[config.mk]
export PLATFORM = sky130hd
export DESIGN_NAME = fbir_regs
export DESIGN_NICKNAME = d
export VERILOG_FILES = /design/src/rtl/fbir_const_words.v /design/src/rtl/fbir_read_mux.v /design/src/rtl/fbir_regs.v
export VERILOG_INCLUDE_DIRS = /design/src /design/src/rtl
export SDC_FILE = /design/constraint.sdc
export NUM_CORES = 1
export LEC_CHECK = 0
export ABC_AREA = 1
export BUFFER_PORTS_ARGS = -buffer_cell sky130_fd_sc_hd__buf_2
export CORE_MARGIN = 2
export CORE_UTILIZATION = 31
export DETAILED_ROUTE_END_ITERATION = 16
export PLACE_DENSITY_LB_ADDON = 0.3
export SETUP_SLACK_MARGIN = 0.02
export SLEW_MARGIN = 20
export SYNTH_ARGS = -nofsm -noshare
export SYNTH_HDL_FRONTEND = slang
export SYNTH_SLANG_ARGS = --single-unit
[constraint.sdc]
create_clock -name sys_clk_in -period 0.9 [get_ports sys_clk_in]
set_clock_uncertainty 0.1 [all_clocks]
set_input_delay 0.045 -clock sys_clk_in [delete_from_list [all_inputs] [get_ports sys_clk_in]]
set_output_delay 0.045 -clock sys_clk_in [all_outputs]
set_load 0.01 [all_outputs]
[src/rtl/fbir_map.vh]
// register offsets, field positions and defaults for the build info bank
`ifndef FBIR_MAP_VH
`define FBIR_MAP_VH
// word indices of the two build words (byte address is index times four)
`define FBIR_IDX_DATE          6'h00
`define FBIR_IDX_TIME          6'h01
`define FBIR_ADDR_W            8
`define FBIR_IDX_LSB           2
// first build word fields
`define FBIR_YEAR_LSB          0
`define FBIR_YEAR_MSB          15
`define FBIR_DAY_LSB           16
`define FBIR_DAY_MSB           23
`define FBIR_MONTH_LSB         24
`define FBIR_MONTH_MSB         31
// second build word fields
`define FBIR_MIN_LSB           0
`define FBIR_MIN_MSB           7
`define FBIR_HOUR_LSB          8
`define FBIR_HOUR_MSB          15
`define FBIR_PART_LSB          16
`define FBIR_PART_MSB          23
`define FBIR_COMPAT_LSB        24
`define FBIR_COMPAT_MSB        31
// axi responses
`define FBIR_RESP_OKAY         2'h0
`define FBIR_RESP_SLVERR       2'h2
`define FBIR_ZERO32            32'h00000000
`endif

[src/rtl/fbir_const_words.v]
// assembles the two constant build words from their fields
`timescale 1ns/1ps
module fbir_const_words #(
  parameter [15:0] YEAR_BCD   = 16'h2012,
  parameter [7:0]  MONTH_BCD  = 8'h12,
  parameter [7:0]  DAY_BCD    = 8'h18,
  parameter [7:0]  HOUR_BCD   = 8'h23,
  parameter [7:0]  MINUTE_BCD = 8'h35,
  parameter [7:0]  PART_ID    = 8'h5A,
  parameter [7:0]  COMPAT_VER = 8'h01
) (
  output wire [31:0] date_word_out,
  output wire [31:0] time_word_out
);
`include "fbir_map.vh"
  // fields are elaboration constants, so no write can reach them
  assign date_word_out[`FBIR_YEAR_MSB:`FBIR_YEAR_LSB]   = YEAR_BCD;
  assign date_word_out[`FBIR_DAY_MSB:`FBIR_DAY_LSB]     = DAY_BCD;
  assign date_word_out[`FBIR_MONTH_MSB:`FBIR_MONTH_LSB] = MONTH_BCD;
  assign time_word_out[`FBIR_MIN_MSB:`FBIR_MIN_LSB]     = MINUTE_BCD;
  assign time_word_out[`FBIR_HOUR_MSB:`FBIR_HOUR_LSB]   = HOUR_BCD;
  assign time_word_out[`FBIR_PART_MSB:`FBIR_PART_LSB]   = PART_ID;
  assign time_word_out[`FBIR_COMPAT_MSB:`FBIR_COMPAT_LSB] = COMPAT_VER;
endmodule // fbir_const_words

[src/rtl/fbir_read_mux.v]
// selects the read word for a register index
`timescale 1ns/1ps
module fbir_read_mux (
  input  wire [5:0]  index_in,
  input  wire [31:0] date_word_in,
  input  wire [31:0] time_word_in,
  output reg  [31:0] data_out,
  output reg         hit_out
);
`include "fbir_map.vh"
  // unmapped indices read zero and flag a miss
  always @* begin
    data_out = `FBIR_ZERO32;
    hit_out  = 1'b1;
    case (index_in)
      `FBIR_IDX_DATE: data_out = date_word_in;
      `FBIR_IDX_TIME: data_out = time_word_in;
      default:        hit_out  = 1'b0;
    endcase
  end
endmodule // fbir_read_mux

[src/rtl/fbir_regs.v]
// axi4-lite slave exposing the read-only image build information
// Summary of operation
// - The build year is shown as four bcd digits in bits 15..0 of word 0.
// - The build day is shown as two bcd digits in bits 23..16 of word 0.
// - The build month is shown as two bcd digits in bits 31..24 of word 0.
// - The build minute is shown as two bcd digits in bits 7..0 of word 1.
// - The build hour (0-23) is shown as bcd digits in bits 15..8 of word 1.
// - An eight-bit logic part identifier is shown in bits 23..16 of word 1.
// - A compatibility version in bits 31..24 of word 1 is checked by drivers.
//
// Local design decisions: the AXI4-Lite interface to the registers and the register offsets.
`timescale 1ns/1ps
module fbir_regs #(
  parameter [15:0] YEAR_BCD   = 16'h2012,
  parameter [7:0]  MONTH_BCD  = 8'h12,
  parameter [7:0]  DAY_BCD    = 8'h18,
  parameter [7:0]  HOUR_BCD   = 8'h23,
  parameter [7:0]  MINUTE_BCD = 8'h35,
  parameter [7:0]  PART_ID    = 8'h5A,  // arbitrary value
  parameter [7:0]  COMPAT_VER = 8'h01
) (
  input  wire        sys_clk_in,
  input  wire        rst_in,
  input  wire [7:0]  s_axi_awaddr_in,
  input  wire        s_axi_awvalid_in,
  output reg         s_axi_awready_out,
  input  wire [31:0] s_axi_wdata_in,
  input  wire [3:0]  s_axi_wstrb_in,
  input  wire        s_axi_wvalid_in,
  output reg         s_axi_wready_out,
  output reg  [1:0]  s_axi_bresp_out,
  output reg         s_axi_bvalid_out,
  input  wire        s_axi_bready_in,
  input  wire [7:0]  s_axi_araddr_in,
  input  wire        s_axi_arvalid_in,
  output reg         s_axi_arready_out,
  output reg  [31:0] s_axi_rdata_out,
  output reg  [1:0]  s_axi_rresp_out,
  output reg         s_axi_rvalid_out,
  input  wire        s_axi_rready_in
);
`include "fbir_map.vh"

  wire [31:0] date_word;
  wire [31:0] time_word;
  wire [31:0] rd_word;
  wire        rd_hit;
  wire        wr_hit;
  reg         aw_got;
  reg         w_got;
  reg  [5:0]  aw_index;

  fbir_const_words #(
    .YEAR_BCD   (YEAR_BCD),
    .MONTH_BCD  (MONTH_BCD),
    .DAY_BCD    (DAY_BCD),
    .HOUR_BCD   (HOUR_BCD),
    .MINUTE_BCD (MINUTE_BCD),
    .PART_ID    (PART_ID),
    .COMPAT_VER (COMPAT_VER)
  ) u_words (
    .date_word_out (date_word),
    .time_word_out (time_word)
  );

  // read decode on the request address
  fbir_read_mux u_rmux (
    .index_in     (s_axi_araddr_in[`FBIR_ADDR_W-1:`FBIR_IDX_LSB]),
    .date_word_in (date_word),
    .time_word_in (time_word),
    .data_out     (rd_word),
    .hit_out      (rd_hit)
  );

  // write decode only decides okay against slverr
  fbir_read_mux u_wmux (
    .index_in     (aw_index),
    .date_word_in (date_word),
    .time_word_in (time_word),
    .data_out     (),
    .hit_out      (wr_hit)
  );

  // write channel: address and data taken in either order, then response
  always @(posedge sys_clk_in or posedge rst_in) begin
    if (rst_in) begin
      s_axi_awready_out <= 1'b0;
      s_axi_wready_out  <= 1'b0;
      s_axi_bvalid_out  <= 1'b0;
      s_axi_bresp_out   <= `FBIR_RESP_OKAY;
      aw_got            <= 1'b0;
      w_got             <= 1'b0;
      aw_index          <= 6'h00;
    end else begin
      s_axi_awready_out <= 1'b0;
      s_axi_wready_out  <= 1'b0;
      if (s_axi_awvalid_in && !aw_got && !s_axi_awready_out &&
          !s_axi_bvalid_out) begin
        s_axi_awready_out <= 1'b1;
      end
      if (s_axi_wvalid_in && !w_got && !s_axi_wready_out &&
          !s_axi_bvalid_out) begin
        s_axi_wready_out <= 1'b1;
      end
      if (s_axi_awready_out && s_axi_awvalid_in) begin
        aw_got   <= 1'b1;
        aw_index <= s_axi_awaddr_in[`FBIR_ADDR_W-1:`FBIR_IDX_LSB];
      end
      if (s_axi_wready_out && s_axi_wvalid_in) begin
        w_got <= 1'b1;
      end
      // data is dropped: the words are constants
      if (aw_got && w_got && !s_axi_bvalid_out) begin
        s_axi_bvalid_out <= 1'b1;
        s_axi_bresp_out  <= wr_hit ? `FBIR_RESP_OKAY : `FBIR_RESP_SLVERR;
        aw_got           <= 1'b0;
        w_got            <= 1'b0;
      end else if (s_axi_bvalid_out && s_axi_bready_in) begin
        s_axi_bvalid_out <= 1'b0;
      end
    end
  end

  // read channel: one-cycle ready pulse, data registered with the take
  always @(posedge sys_clk_in or posedge rst_in) begin
    if (rst_in) begin
      s_axi_arready_out <= 1'b0;
      s_axi_rvalid_out  <= 1'b0;
      s_axi_rdata_out   <= `FBIR_ZERO32;
      s_axi_rresp_out   <= `FBIR_RESP_OKAY;
    end else begin
      s_axi_arready_out <= s_axi_arvalid_in && !s_axi_arready_out &&
                           !s_axi_rvalid_out;
      if (s_axi_arready_out && s_axi_arvalid_in) begin
        s_axi_rvalid_out <= 1'b1;
        s_axi_rdata_out  <= rd_word;
        s_axi_rresp_out  <= rd_hit ? `FBIR_RESP_OKAY : `FBIR_RESP_SLVERR;
      end else if (s_axi_rvalid_out && s_axi_rready_in) begin
        s_axi_rvalid_out <= 1'b0;
      end
    end
  end
endmodule // fbir_regs
Word level (Yosys, flattened, before mapping)
Index checks and enable logic that the tools add are counted.

Flip-flop bits (word level): 49. Input bits: 59. Output and inout port bits: 41. Word-level logic and storage cells: 58.

Equality and inequality tests: 2. Muxes and demuxes: 15. Reduce and logical (&&, ||, !) cells: 30.

Operator list (count): $pmux W29 S2 (1); $logic_and A1 B1 Y1 (15); $eq A6 B1 Y1 const B (2); $logic_not A6 Y1 (2); $mux W1 (12); $reduce_bool A2 Y1 (4); $logic_not A1 Y1 (7); $mux W2 (2); $reduce_or A2 Y1 (2).

Longest topological paths before layout
Depth after elaboration: 5. Gate-level depth with buffers: 5. Gate-level depth less buffers: 5.

Modules after synthesis
Synthesis repeated with hierarchy kept, for this count alone.

Cells, all modules: 520. Area, all modules: 4056.4 um^2.

By module, submodules not included: fbir_regs (times used 1, cells an instance 208, area an instance 1999.4 um^2, seq. area each 1176.1 um^2); fbir_read_mux (times used 2, cells an instance 123, area an instance 784.5 um^2, seq. area each 0.0 um^2); fbir_const_words (times used 1, cells an instance 66, area an instance 488.0 um^2, seq. area each 0.0 um^2).

Least setup slack after synthesis
OpenSTA, ideal clock, no wires.

Kind: register -> register. From: register s_axi_arready_out. To: register s_axi_rresp_out[1]. Setup time: 117 ps. Arrival: 732 ps. Required time: 683 ps. Slack: -49 ps. Stages on the path, launching flop included: 6. Path buffers: 0. Clock period less this slack: 949 ps. Cell sequence: dfrtp_1 > nand2_2 > inv_4 > nand2_4 > nor2_2 > nor2_1.

Longest elaborated chain between the ends: 1.

Ends and longest elaborated chain: start, declared (RTL line fbir_regs.v:36) `output reg s_axi_arready_out,`; start signal, assigned (RTL line fbir_regs.v:132) `s_axi_arready_out <= s_axi_arvalid_in && !s_axi_arready_out &&`; $logic_and A1 B1 Y1 (RTL line fbir_regs.v:134) `if (s_axi_arready_out && s_axi_arvalid_in) begin`; end signal, assigned (RTL line fbir_regs.v:130) `` s_axi_rresp_out <= `FBIR_RESP_OKAY; ``; end signal, assigned (RTL line fbir_regs.v:137) `` s_axi_rresp_out <= rd_hit ? `FBIR_RESP_OKAY : `FBIR_RESP_SLVERR; ``; end, declared (RTL line fbir_regs.v:38) `output reg [1:0] s_axi_rresp_out,`.

Every way passes these cells. A chain may end at the register's enable or synchronous reset.

Final worst setup path
From: register s_axi_arready_out. To: output port s_axi_arready_out.

No word-level cell between the ends.

==> qor.txt <==
Most common cell in the netlist: buf_4
Die width: 60 um
CP Data Arrival Time: 0.92 ns
Global-route wire length before repair: 2.90 mm
Max cap viols: 0
Effective utilization at floorplan: 32.1%
Setup CP Type: flip-flop to output port
Post-synth top flop: dfrtp_1
Crit path required time: 0.75 ns
DR pass1 iterations: 3
Height of the die: 60 um
DRT iter0 DRCs: 24
Failing checks: hold timing, setup timing
Area Overhead vs Synth: 47.1%
Distinct cells, synth: 19
DP HPWL: 1.34 mm
Core box area: 3030 um2
Startpoint types: flip-flop
Met2 wire length: 1.08 mm
PortBufs: 39
Post-synth top area share: 43.8%
Final Slew Violations: 0
Antenna-violating nets left: 0
PwrDens: 2030 nW/um2
VDD IR max: 621 uV
Final hold violation count: 3
Post-route DRC: 0
Die ar.: 3600 um2
Finished Core Util: 47.2%
Filler instances: 298
Sw Pwr: 0.00103 W
CTS buffer count: 3
Max incr delay on CP: 0.40 ns
Mapped Cells: 116
Area leader, netlist: dfrtp_1
Clk network pwr share: 14.1%
Unrepaired setup endpoints after global routing: yes
Tcrit/Tclk final: 119%
Via Count: 837
Pin count of the biggest net entering global routing: 18
Top cells by area, synth: dfrtp_1, buf_4, nand2_1
Yosys warnings: 0
Final setup viols: 38
Crit end category: output port
Post-Syn Area: 972 um2
Switching share of power: 35.3%
Sequential cell area fraction in the yosys report: 43.8%
Post-synth EDFFs: 0
Max Clock Freq: 937 MHz
Final worst path period need: 1.07 ns
WL met3: 107 um
DRT Wirelength: 1.96 mm
Share of layout cells above drive strength 1: 43.7%
Clock root cell: clkbuf_4
I/O pins: 100
Share of flip-flops with an asynchronous set or reset: 100%
Hold slack final: -0.0572 ns
Hold_buf cts: 13
CTS Buffer Depth: 2
Placer Congestion: 0.727
Critical-path cell list: buf_6 > buf_6
Gr usage total: 11.0%
Most frequent cell on the critical path: buf_6
Combinational fraction of design power: 45.4%
CP max FO: 2
Worst-Skew Late Latency: 0.29 ns
Placed inst area: 1090 um2
# rows: 20
Vias/cell: 3.84
Metal-1 WL: 743 um
Sequential share of power: 40.4%
Slowest CP cell: dfrtp_1
Diodes inserted: 0
Vias in the first global route: 735
Setup ws final: -0.167 ns
#FFs+latches synth: 17
Status: finished with violations
Highest metal used: met4
Post-Syn Area per Cell: 8.38 um2
Clock H-tree levels: 1
Routed length per instance: 8.97 um
Total internal power: 0.00188 W
Initial antenna violation count: 0
CTS tree: done
Worst Hold Class: input port to flip-flop
Leak pwr: 0.837 nW
Fin nets: 234
Worst-path clk slew: 0.10 ns
List of most frequent post-synthesis cells: buf_4, nand2_1, dfrtp_1, nor2_1, inv_1
GRT overflow: 0
Fin area: 1430 um2
Clock sinks: 17
timing repair:
action                                  in CTS  in global routing
endpoints found under the hold margin       31                  3
endpoints found under the setup margin      36                 39
pin swaps                                    3                  4
resized for setup                           14                 10
buffers inserted                             8                  3
path summary, 6_finish.rpt:
kind | from | endpoint | slack [ns] | depth (start not counted)
worst max-delay path | s_axi_arready_out | s_axi_arready_out | -0.17 | 2
worst min-delay path | s_axi_araddr_in[4] | s_axi_rdata_out[24] | -0.06 | 4
worst max register to register | s_axi_bvalid_out | s_axi_bresp_out[1] | -0.13 | 5
worst min register to register | aw_index[2] | aw_index[2] | 0.38 | 2
max in group asynchronous | rst_in | s_axi_rdata_out[24] | 0.29 | 4
min in group asynchronous | rst_in | w_got | 0.21 | 4
per-layer routing:
metal	vias to the layer above	track usage (%)
met3	4	3.25
met2	32	19.4
met5	-	0
li1	416	-
met1	385	11.8
met4	0	5.71
through the flow:
stage	hold slack (ns)	total power [W]	setup WS, ns	setup TNS (ns)	std cells
after floorplan	-0.129	0.00174	-0.0484	-0.0971	134
after global placement	-0.0364	0.00197	-0.0148	-0.0178	190
after detailed placement	-0.0247	0.00199	-0.0270	-0.0675	190
after CTS	-0.0637	0.00281	-0.182	-4.09	215
after global routing	-0.0567	0.00313	-0.216	-5.91	218
final	-0.0572	0.00290	-0.167	-3.90	218
critical path, delay by kind of cell (launching register included):
family   cells  cell delay, ns
flops        1            0.40
buf+inv      2            0.23
registers in the layout, indices dropped and copies added (netlist names):
name               flops
s_axi_awready_out      1
s_axi_bresp_out        1
aw_got                 1
s_axi_rresp_out        1
s_axi_bvalid_out       1
w_got                  1
aw_index               5
s_axi_rvalid_out       1
s_axi_rdata_out        3
s_axi_arready_out      1
s_axi_wready_out       1
power by group through the flow:
stage	logic [W]	registers, W	clock network [W]
after floorplan	0.000531	0.00121	0
after detailed placement	0.000807	0.00118	0
after global routing	0.00146	0.00121	0.000465
after CTS	0.00121	0.00117	0.000427
after global placement	0.000796	0.00117	0
final	0.00132	0.00117	0.000409
cell usage in the layout (no fill, tap or decap), drive strengths merged:
| cell type | instances |
|---|---|
| nand3 | 1 |
| o21ai | 4 |
| dlygate4sd3 | 13 |
| dfrtp | 17 |
| nor3 | 2 |
| clkbuf | 4 |
| inv | 12 |
| nand4 | 2 |
| nand3b | 1 |
| nor2 | 12 |
| buf | 54 |
| nand2 | 33 |
| conb | 19 |
kinds of logic (layout without fill, tap and decap cells):
kind of cell / after synthesis / in the layout / share of synthesized area (%)
DFF: 17 / 17 / 43.8
and+or+nand+nor: 51 / 51 / 24.3
AOI/OAI and AO/OA: 4 / 4 / 2.45
buffers and inverters: 43 / 83 / 29.1
other: 1 / 19 / 0.386
area by class of cell:
class / instances / area, um2 / share of cell area [%]
Timing Repair Buffer: 67 / 494 / 34.6
Sequential cell: 17 / 427 / 29.8
Clock buffer: 4 / 26.3 / 1.84
Inverter: 12 / 55.1 / 3.85
Multi-Input combinational cell: 74 / 373 / 26.1
Tap cell: 44 / 55.1 / 3.85
Note: power is estimated with default switching activity, not from simulation.
